## config.mk

```make
export PLATFORM = sky130hd
export DESIGN_NAME = wsst_top
export DESIGN_NICKNAME = d
export VERILOG_FILES = /design/src/hw/wsst_top.v /design/src/hw/wsst_unit_tick.v
export VERILOG_INCLUDE_DIRS = /design/src /design/src/hw
export SDC_FILE = /design/constraint.sdc
export NUM_CORES = 1
export LEC_CHECK = 0
export ABC_AREA = 1
export BUFFER_PORTS_ARGS = -buffer_cell sky130_fd_sc_hd__buf_2
export CAP_MARGIN = 0
export CELL_PAD_IN_SITES_DETAIL_PLACEMENT = 1
export CELL_PAD_IN_SITES_GLOBAL_PLACEMENT = 2
export CORE_MARGIN = 5
export CORE_UTILIZATION = 31
export CTS_CLUSTER_DIAMETER = 100
export DETAILED_ROUTE_END_ITERATION = 16
export GPL_TIMING_DRIVEN = 1
export MAX_ROUTING_LAYER = met4
export PLACE_DENSITY = 0.76
export RECOVER_POWER = 50
export SKIP_LAST_GASP = 1
export SLEW_MARGIN = 15
export SYNTH_ARGS = -nofsm -noshare
export SYNTH_HDL_FRONTEND = slang
export SYNTH_SLANG_ARGS = --single-unit
```

## constraint.sdc

```tcl
create_clock -name sys_clk -period 6.2 [get_ports sys_clk]
set_input_delay 1.24 -clock sys_clk [delete_from_list [all_inputs] [get_ports sys_clk]]
set_output_delay 1.24 -clock sys_clk [all_outputs]
set_load 0.01 [all_outputs]
```

## src/hw/wsst_defines.vh

```
`ifndef WSST_DEFINES_VH
`define WSST_DEFINES_VH

// ----------------------------------------------------------------
// Register offsets
// ----------------------------------------------------------------
`define WSST_ADDR_SELECT 8'h27
`define WSST_ADDR_TIMEBASE 8'h28
`define WSST_ADDR_PERIOD 8'h29

// ----------------------------------------------------------------
// Reset values
// ----------------------------------------------------------------
`define WSST_RST_SELECT 16'h0101
`define WSST_RST_TIMEBASE 16'h0111
`define WSST_RST_PERIOD 16'h8000

// ----------------------------------------------------------------
// Field positions in the waveform select register
// ----------------------------------------------------------------
`define WSST_CH2_GEN 13:12
`define WSST_CH4_FORCE 11
`define WSST_CH2_SUM 10
`define WSST_CH2_SRC 9:8
`define WSST_CH1_GEN 5:4
`define WSST_CH3_FORCE 3
`define WSST_CH1_SUM 2
`define WSST_CH1_SRC 1:0

// ----------------------------------------------------------------
// Field positions in the timebase register
// ----------------------------------------------------------------
`define WSST_HOLD 11:8
`define WSST_PERIOD_UNIT 7:4
`define WSST_DELAY_UNIT 3:0

// ----------------------------------------------------------------
// Source and generator codes
// ----------------------------------------------------------------
`define WSST_SRC_RAM 2'h0
`define WSST_SRC_GEN 2'h1
`define WSST_SRC_GATED 2'h2
`define WSST_SRC_AM 2'h3
`define WSST_GEN_CONST 2'h0
`define WSST_GEN_SAW 2'h1
`define WSST_GEN_PRNG 2'h2
`define WSST_GEN_DDS 2'h3

// ----------------------------------------------------------------
// Sample limits
// ----------------------------------------------------------------
`define WSST_SAMPLE_MAX 12'h7FF
`define WSST_SAMPLE_MIN 12'h800

`endif

```

## src/hw/wsst_top.v

```verilog
// What this block does
// - Source code 0 plays the channel from pattern RAM, stepping from first to last address.
// - Source code 1 passes the generator straight out; code 2 passes it only inside the gate.
// - Source code 3 outputs the generator scaled by the RAM sample as amplitude modulation.
// - The generator select picks constant, sawtooth, pseudorandom or sine synth output.
// - A force bit replaces channel 4 or channel 3 output with its constant value.
// - The channel 2 sum bit outputs channel 2 plus channel 4 on channel 2.
// - Channel 3 and channel 4 outputs never carry the summation.
// - The channel 1 sum bit puts channel 1 plus channel 3 on channel 1, else both run alone.
// - Each RAM sample is held N clocks, where a hold field of 0 means 16.
// - The RAM read address advances once per hold interval in source codes 0 and 3; codes 1 and 2 hold it at the first address.
// - The period unit field gives clocks per period unit, 1 to 15, with 0 meaning 16.
// - The delay unit field gives clocks per gate delay unit, 1 to 15, with 0 meaning 16.
// - A pattern lasts period value times period unit clocks; the period resets to 0x8000.
// - Hold and both unit fields reset to 1 and both source fields reset to code 1, direct generator output.
// - Constants are 12-bit two's complement codes from 0x800 to 0x7FF.
`timescale 1ns/1ps
`include "wsst_defines.vh"

module wsst_top (
   input wire sys_clk,
   input wire rst,
   input wire reg_wr_en,
   input wire [7:0] reg_addr,
   input wire [15:0] reg_wr_data,
   output wire [15:0] reg_rd_data,
   input wire [11:0] ch1_constant_value,
   input wire [11:0] ch2_constant_value,
   input wire [11:0] ch3_constant_value,
   input wire [11:0] ch4_constant_value,
   input wire [11:0] ch1_saw_sample,
   input wire [11:0] ch2_saw_sample,
   input wire [11:0] ch1_sine_synth,
   input wire [11:0] ch2_sine_synth,
   input wire [11:0] prng_sample,
   input wire [11:0] ch3_wave,
   input wire [11:0] ch4_wave,
   input wire [11:0] ch1_ram_first_address,
   input wire [11:0] ch1_ram_last_address,
   input wire [11:0] ch2_ram_first_address,
   input wire [11:0] ch2_ram_last_address,
   input wire [15:0] ch1_gate_delay,
   input wire [15:0] ch2_gate_delay,
   input wire [11:0] ch1_ram_data,
   input wire [11:0] ch2_ram_data,
   output wire [11:0] ch1_ram_addr,
   output wire [11:0] ch2_ram_addr,
   output wire pattern_start,
   output wire [11:0] ch1_out,
   output wire [11:0] ch2_out,
   output wire [11:0] ch3_out,
   output wire [11:0] ch4_out
);
   // ----------------------------------------------------------------
   // Registers
   // ----------------------------------------------------------------
   reg [15:0] select_reg;
   reg [15:0] timebase_reg;
   reg [15:0] period_reg;
   reg [15:0] rd_data_reg;
   reg [15:0] rd_data_next;

   always @(posedge sys_clk or posedge rst) begin
      if (rst) begin
         select_reg <= `WSST_RST_SELECT;
         timebase_reg <= `WSST_RST_TIMEBASE;
         period_reg <= `WSST_RST_PERIOD;
      end else if (reg_wr_en) begin
         // Whole words are stored, so reserved bits read back as written.
         if (reg_addr == `WSST_ADDR_SELECT) begin
            select_reg <= reg_wr_data;
         end
         if (reg_addr == `WSST_ADDR_TIMEBASE) begin
            timebase_reg <= reg_wr_data;
         end
         if (reg_addr == `WSST_ADDR_PERIOD) begin
            period_reg <= reg_wr_data;
         end
      end
   end

   always @* begin
      case (reg_addr)
         `WSST_ADDR_SELECT: rd_data_next = select_reg;
         `WSST_ADDR_TIMEBASE: rd_data_next = timebase_reg;
         `WSST_ADDR_PERIOD: rd_data_next = period_reg;
         default: rd_data_next = 16'h0000;
      endcase
   end

   always @(posedge sys_clk or posedge rst) begin
      if (rst) begin
         rd_data_reg <= 16'h0000;
      end else begin
         rd_data_reg <= rd_data_next;
      end
   end

   assign reg_rd_data = rd_data_reg;

   // ----------------------------------------------------------------
   // Timebase
   // ----------------------------------------------------------------
   wire hold_tick;
   wire period_tick;
   wire delay_tick;
   wire pattern_end;
   reg [15:0] unit_count_reg;
   reg start_reg;

   wsst_unit_tick u_hold (
      .sys_clk(sys_clk),
      .rst(rst),
      .restart(1'b0),
      .unit_size(timebase_reg[`WSST_HOLD]),
      .tick(hold_tick)
   );

   wsst_unit_tick u_period (
      .sys_clk(sys_clk),
      .rst(rst),
      .restart(1'b0),
      .unit_size(timebase_reg[`WSST_PERIOD_UNIT]),
      .tick(period_tick)
   );

   wsst_unit_tick u_delay (
      .sys_clk(sys_clk),
      .rst(rst),
      .restart(pattern_end),
      .unit_size(timebase_reg[`WSST_DELAY_UNIT]),
      .tick(delay_tick)
   );

   // The pattern ends after period value units; a value of 0 acts as 1.
   assign pattern_end = period_tick && (unit_count_reg + 16'h0001 >= period_reg);

   always @(posedge sys_clk or posedge rst) begin
      if (rst) begin
         unit_count_reg <= 16'h0000;
         start_reg <= 1'b0;
      end else begin
         start_reg <= pattern_end;
         if (pattern_end) begin
            unit_count_reg <= 16'h0000;
         end else if (period_tick) begin
            unit_count_reg <= unit_count_reg + 16'h0001;
         end
      end
   end

   assign pattern_start = start_reg;

   // ----------------------------------------------------------------
   // Channel 1 and 2 sources
   // ----------------------------------------------------------------
   wire [23:0] const_v = {ch2_constant_value, ch1_constant_value};
   wire [23:0] saw_v = {ch2_saw_sample, ch1_saw_sample};
   wire [23:0] dds_v = {ch2_sine_synth, ch1_sine_synth};
   wire [23:0] first_v = {ch2_ram_first_address, ch1_ram_first_address};
   wire [23:0] last_v = {ch2_ram_last_address, ch1_ram_last_address};
   wire [31:0] gdelay_v = {ch2_gate_delay, ch1_gate_delay};
   wire [23:0] ram_v = {ch2_ram_data, ch1_ram_data};
   wire [3:0] src_v = {select_reg[`WSST_CH2_SRC], select_reg[`WSST_CH1_SRC]};
   wire [3:0] gen_sel_v = {select_reg[`WSST_CH2_GEN], select_reg[`WSST_CH1_GEN]};
   wire [23:0] pre_v;
   wire [23:0] addr_v;

   genvar i;
   generate
      for (i = 0; i < 2; i = i + 1) begin : g_ch
         reg [11:0] addr_reg;
         reg [15:0] delay_count_reg;
         reg [11:0] gen;
         reg [11:0] pre;
         wire [1:0] src = src_v[i*2+:2];
         wire signed [23:0] product;
         wire gate_open;

         always @* begin
            case (gen_sel_v[i*2+:2])
               `WSST_GEN_CONST: gen = const_v[i*12+:12];
               `WSST_GEN_SAW: gen = saw_v[i*12+:12];
               `WSST_GEN_PRNG: gen = prng_sample;
               default: gen = dds_v[i*12+:12];
            endcase
         end

         assign product = $signed(gen) * $signed(ram_v[i*12+:12]);
         assign gate_open = (delay_count_reg >= gdelay_v[i*16+:16]);

         always @* begin
            case (src)
               `WSST_SRC_RAM: pre = ram_v[i*12+:12];
               `WSST_SRC_GEN: pre = gen;
               `WSST_SRC_GATED: pre = gate_open ? gen : 12'h000;
               default: pre = product[22:11];
            endcase
         end

         assign pre_v[i*12+:12] = pre;
         assign addr_v[i*12+:12] = addr_reg;

         always @(posedge sys_clk or posedge rst) begin
            if (rst) begin
               addr_reg <= 12'h000;
               delay_count_reg <= 16'h0000;
            end else begin
               if (src == `WSST_SRC_GEN || src == `WSST_SRC_GATED) begin
                  addr_reg <= first_v[i*12+:12];
               end else if (hold_tick) begin
                  if (addr_reg == last_v[i*12+:12]) begin
                     addr_reg <= first_v[i*12+:12];
                  end else begin
                     addr_reg <= addr_reg + 12'h001;
                  end
               end
               if (pattern_end) begin
                  delay_count_reg <= 16'h0000;
               end else if (delay_tick && delay_count_reg != 16'hFFFF) begin
                  delay_count_reg <= delay_count_reg + 16'h0001;
               end
            end
         end
      end
   endgenerate

   // ----------------------------------------------------------------
   // Forcing, summing and output stage
   // ----------------------------------------------------------------
   function [11:0] sat_add;
      input [11:0] a;
      input [11:0] b;
      reg [12:0] s;
      begin
         s = {a[11], a} + {b[11], b};
         if (s[12] != s[11]) begin
            sat_add = s[12] ? `WSST_SAMPLE_MIN : `WSST_SAMPLE_MAX;
         end else begin
            sat_add = s[11:0];
         end
      end
   endfunction

   wire [11:0] ch3_eff = select_reg[`WSST_CH3_FORCE] ? ch3_constant_value : ch3_wave;
   wire [11:0] ch4_eff = select_reg[`WSST_CH4_FORCE] ? ch4_constant_value : ch4_wave;
   reg [11:0] ch1_out_reg;
   reg [11:0] ch2_out_reg;
   reg [11:0] ch3_out_reg;
   reg [11:0] ch4_out_reg;

   always @(posedge sys_clk or posedge rst) begin
      if (rst) begin
         ch1_out_reg <= 12'h000;
         ch2_out_reg <= 12'h000;
         ch3_out_reg <= 12'h000;
         ch4_out_reg <= 12'h000;
      end else begin
         if (select_reg[`WSST_CH1_SUM]) begin
            ch1_out_reg <= sat_add(pre_v[11:0], ch3_eff);
         end else begin
            ch1_out_reg <= pre_v[11:0];
         end
         if (select_reg[`WSST_CH2_SUM]) begin
            ch2_out_reg <= sat_add(pre_v[23:12], ch4_eff);
         end else begin
            ch2_out_reg <= pre_v[23:12];
         end
         ch3_out_reg <= ch3_eff;
         ch4_out_reg <= ch4_eff;
      end
   end

   assign ch1_out = ch1_out_reg;
   assign ch2_out = ch2_out_reg;
   assign ch3_out = ch3_out_reg;
   assign ch4_out = ch4_out_reg;
   assign ch1_ram_addr = addr_v[11:0];
   assign ch2_ram_addr = addr_v[23:12];
endmodule

```

## src/hw/wsst_unit_tick.v

```verilog
`timescale 1ns/1ps

// Divides the clock by N from a 4-bit field, where 0 means 16.
module wsst_unit_tick (
   input wire sys_clk,
   input wire rst,
   input wire restart,
   input wire [3:0] unit_size,
   output wire tick
);
   reg [4:0] count_reg;
   wire [4:0] last_count;

   assign last_count = (unit_size == 4'h0) ? 5'h0F : {1'b0, unit_size} - 5'h01;
   assign tick = (count_reg >= last_count);

   always @(posedge sys_clk or posedge rst) begin
      if (rst) begin
         count_reg <= 5'h00;
      end else if (restart || tick) begin
         count_reg <= 5'h00;
      end else begin
         count_reg <= count_reg + 5'h01;
      end
   end
endmodule

```

==> results.yml <==
power_and_ir_drop:
  portion_of_total_power_attributed_to_combinational_logic_pct: 83.7
  clkPwrFrac_pct: 6.8
  cell_internal_pwr_mw: 9.08
  max-vdd-ir-drop_v: 0.000489
  power.switching_fraction_pct: 50.5
  leakage_power_figure_nw: 17.4
  seq_power_share_pct: 9.4
  net-switching-power_mw: 9.27
  power.density_cell_area_nw_per_um2: 532
routing:
  ant_nets: 0
  via_count: 24500
  number_of_vias_per_cell: 4.76
  drtIter0Drc: 1032
  wl_per_cell_um: 18.4
  route.final.wire_length_um: 94800
  drt_pass1_iterations: 4
  drc_errors: 0
global_route:
  grt_remaining_overflow: 0
  grt_first_pass_wirelength_um: 149000
  gr-usage-all-layers_pct: 22.4
  maximum_number_of_pins_on_one_net_before_global_route_repair: 135
  grt_pass1_vias: 26900
  antenna_found_initial: 2
clock_tree:
  cts-buffers-inserted: 17
  clk_path_buf_depth: 2
  ctsHtreeMaxLevel: 4
  clock_latency_ps: 500
  clk_pin_slew_ps: 90
  clock_tree_from_tritoncts: "done"
  cts_num_sinks: 200
  post_cts_hold_buffer_count: 0
  clk_root_buffer_cell: "sky130_fd_sc_hd__clkbuf_16"
logic_synthesis:
  synth_top_area_cell: "sky130_fd_sc_hd__fa_1"
  synth_top_area_share_pct: 21.3
  per_instance_average_area_after_synthesis_um2: 7.47
  mappedNetlistArea_um2: 25000
  gate_count_after_technology_mapping: 3347
  synth_seq_area_share_pct: 20.1
  post_synth_num_cell_types: 56
  synth_enable_flop_cells: 0
  ys_async_sr_fraction_pct: 100
  postSynthRegisterBits: 200
  synthesis.yosys.warnings: 0
  synthTopCellsByArea: "sky130_fd_sc_hd__fa_1 21%, sky130_fd_sc_hd__dfrtp_1 19%, sky130_fd_sc_hd__nand2_1 12%, sky130_fd_sc_hd__ha_1 10%, sky130_fd_sc_hd__inv_1 9.5%"
  postSynthNetCount: 4079
  synthFlopType: "sky130_fd_sc_hd__dfrtp_1"
die:
  ioPinCount: 352
  effective_utilization_at_floorplan_pct: 31.1
  core_area_um2: 80300
  row_count: 104
  fp.dieH_um: 294
  die-area_um2: 86400
  die_w_um: 294
placement:
  numPortBuffers: 351
  dp_worst_setup_slack_ps: -2030
  gpl.final_weighted_congestion: 0.876
  hpwlAfterDp_um: 77400
cells_and_area:
  layout_commonest_cell: "sky130_fd_sc_hd__nand2_1"
  fin_nets: 4813
  max_reg_flops: 32
  flow.area_growth_from_synthesis_pct: 38.1
  layout_cells_sized_above_1_pct: 31.1
  final_cell_mix: "741 x sky130_fd_sc_hd__nand2_1, 559 x sky130_fd_sc_hd__inv_1, 381 x sky130_fd_sc_hd__buf_4"
outcome:
  failed_checks: "capacitance limit, slew limit, setup timing"
  result_of_the_run: "finished, violations left"
timing:
  final-setup-viol-count: 24
  finalCritPeriodShare_pct: 115
  setup_slack_ps: -945
  finalWorstPathRequiredPeriod_ps: 7140
  highest_attainable_clock_frequency_mhz: 140
  hold_viol_final: 0
  holdWs_ps: 490
  slew_headroom_pct: -132
  timing.final.max_slew_violations: 169
  tightestPinTransition_ps: 3480
  rsz0062_at_grt: "yes"
  clock-skew-final_ps: 20.7
setup_path:
  critPathTopFamily: "adder cells"
  cp-start-kind: "primary input"
  setup.worst_path.end_class: "flip-flop"
  critPathSlowestCell: "sky130_fd_sc_hd__fa_1"
  critical_path.max_fanout: 5
  worst-setup-path-type: "primary input to flip-flop"
  worstPathBufferInverterCount: 8
  cp.required_ps: 6590
  worst_ep_arrival_time_ps: 7540
  critical-path-max-stage-delay_ps: 590
hold_path:
  hp-class: "flip-flop to flip-flop"
run:
  drv.max_cap_violation_count: 2
[synthesized netlist by cell type (7+ instances only)]
master / n
sky130_fd_sc_hd__a21oi_1: 101
sky130_fd_sc_hd__a31oi_1: 9
sky130_fd_sc_hd__buf_1: 7
sky130_fd_sc_hd__buf_2: 24
sky130_fd_sc_hd__clkbuf_1: 46
sky130_fd_sc_hd__dfrtp_1: 194
sky130_fd_sc_hd__fa_1: 266
sky130_fd_sc_hd__ha_1: 203
sky130_fd_sc_hd__inv_1: 634
sky130_fd_sc_hd__inv_2: 28
sky130_fd_sc_hd__nand2_1: 819
sky130_fd_sc_hd__nand2_2: 24
sky130_fd_sc_hd__nand3_1: 202
sky130_fd_sc_hd__nand4_1: 49
sky130_fd_sc_hd__nor2_1: 254
sky130_fd_sc_hd__nor3_1: 43
sky130_fd_sc_hd__nor4_1: 15
sky130_fd_sc_hd__o21ai_0: 164
sky130_fd_sc_hd__o21ai_1: 25
sky130_fd_sc_hd__o21bai_1: 10
sky130_fd_sc_hd__o221ai_1: 13
sky130_fd_sc_hd__o22ai_1: 9
sky130_fd_sc_hd__or2_1: 20
sky130_fd_sc_hd__or2_2: 7
sky130_fd_sc_hd__xnor2_1: 23
sky130_fd_sc_hd__xor2_1: 90
[stage by stage]
step | TNS (ps) | util (%) | total power [mW] | instance area (um2) | std cells
after floorplan | -13520 | - | 9.47 | 25700 | 3347
after global placement | -44400 | 38.8 | 13.7 | 31200 | 5017
after detailed placement | -44400 | 38.8 | 13.9 | 31200 | 5017
after CTS | -17940 | 42.0 | 17.4 | 33700 | 5118
after global routing | -59360 | 43.0 | 20.0 | 34500 | 5156
final | -20320 | 43.0 | 18.3 | 34500 | 5156
[final cells by class]
cell class,instances,area (um2)
clock inverter,15,213
clock buffer,17,425
antenna,2,5.00
tap,1060,1330
inverter,663,2600
timing repair buffer,792,5360
sequential,200,5010
fill,9914,45800
multi-input combinational,2407,19600
[logic make-up after synthesis]
group	Yosys count	synth area share (%)
buf+inv	743	11.3
flops	200	20.1
compound gates	354	7.81
fa+ha+maj	469	31.5
simple gates	1467	25.3
xor+xnor	114	4.07
[tightest hold or removal path: cells and delay by family (launching register included)]
kind | cells | cell delay [ps]
AOI/OAI and AO/OA | 1 | 60
DFF | 1 | 350
and+or+nand+nor | 1 | 50
[layer usage]
| metal | part of all wire, % | global-route usage [%] | up-vias |
|---|---|---|---|
| met5 | 0 | - | - |
| met4 | 1.5 | 4.21 | 0 |
| met3 | 2.8 | 2.74 | 80 |
| met2 | 50 | 38.0 | 349 |
| met1 | 46 | 29.3 | 12300 |
| li1 | - | - | 11900 |
[power groups by stage]
| stage | Combinational (mW) | Clock (mW) | Sequential, mW |
|---|---|---|---|
| floorplan | 7.74 | 0 | 1.73 |
| global placement | 12.0 | 0 | 1.76 |
| detailed placement | 12.1 | 0 | 1.76 |
| CTS | 14.4 | 1.29 | 1.74 |
| global route | 16.9 | 1.34 | 1.77 |
| finish | 15.4 | 1.25 | 1.73 |
[repair_timing]
| item | in CTS | in global routing |
|---|---|---|
| setup buffers | 64 | 37 |
| endpoints found under the setup margin | 24 | 24 |
| endpoints found under the hold margin | 0 | 0 |
| pin swaps | 193 | 161 |
| resized for setup | 365 | 194 |
| cloned | 5 | 0 |
[path summary, 6_finish.rpt]
kind	from	to	slack [ps]	depth (start not counted)
max in group asynchronous	rst	period_reg[9]	850	4
max reg2reg	select_reg[12]	ch2_out[0]	-890	37
min reg2reg	period_reg[14]	period_reg[14]	490	2
min	period_reg[14]	period_reg[14]	490	2
max	prng_sample[11]	ch2_out[0]	-940	36
min in group asynchronous	rst	g_ch[1].delay_count_reg[10]	1050	2
Power figures use the tool's default switching activity.
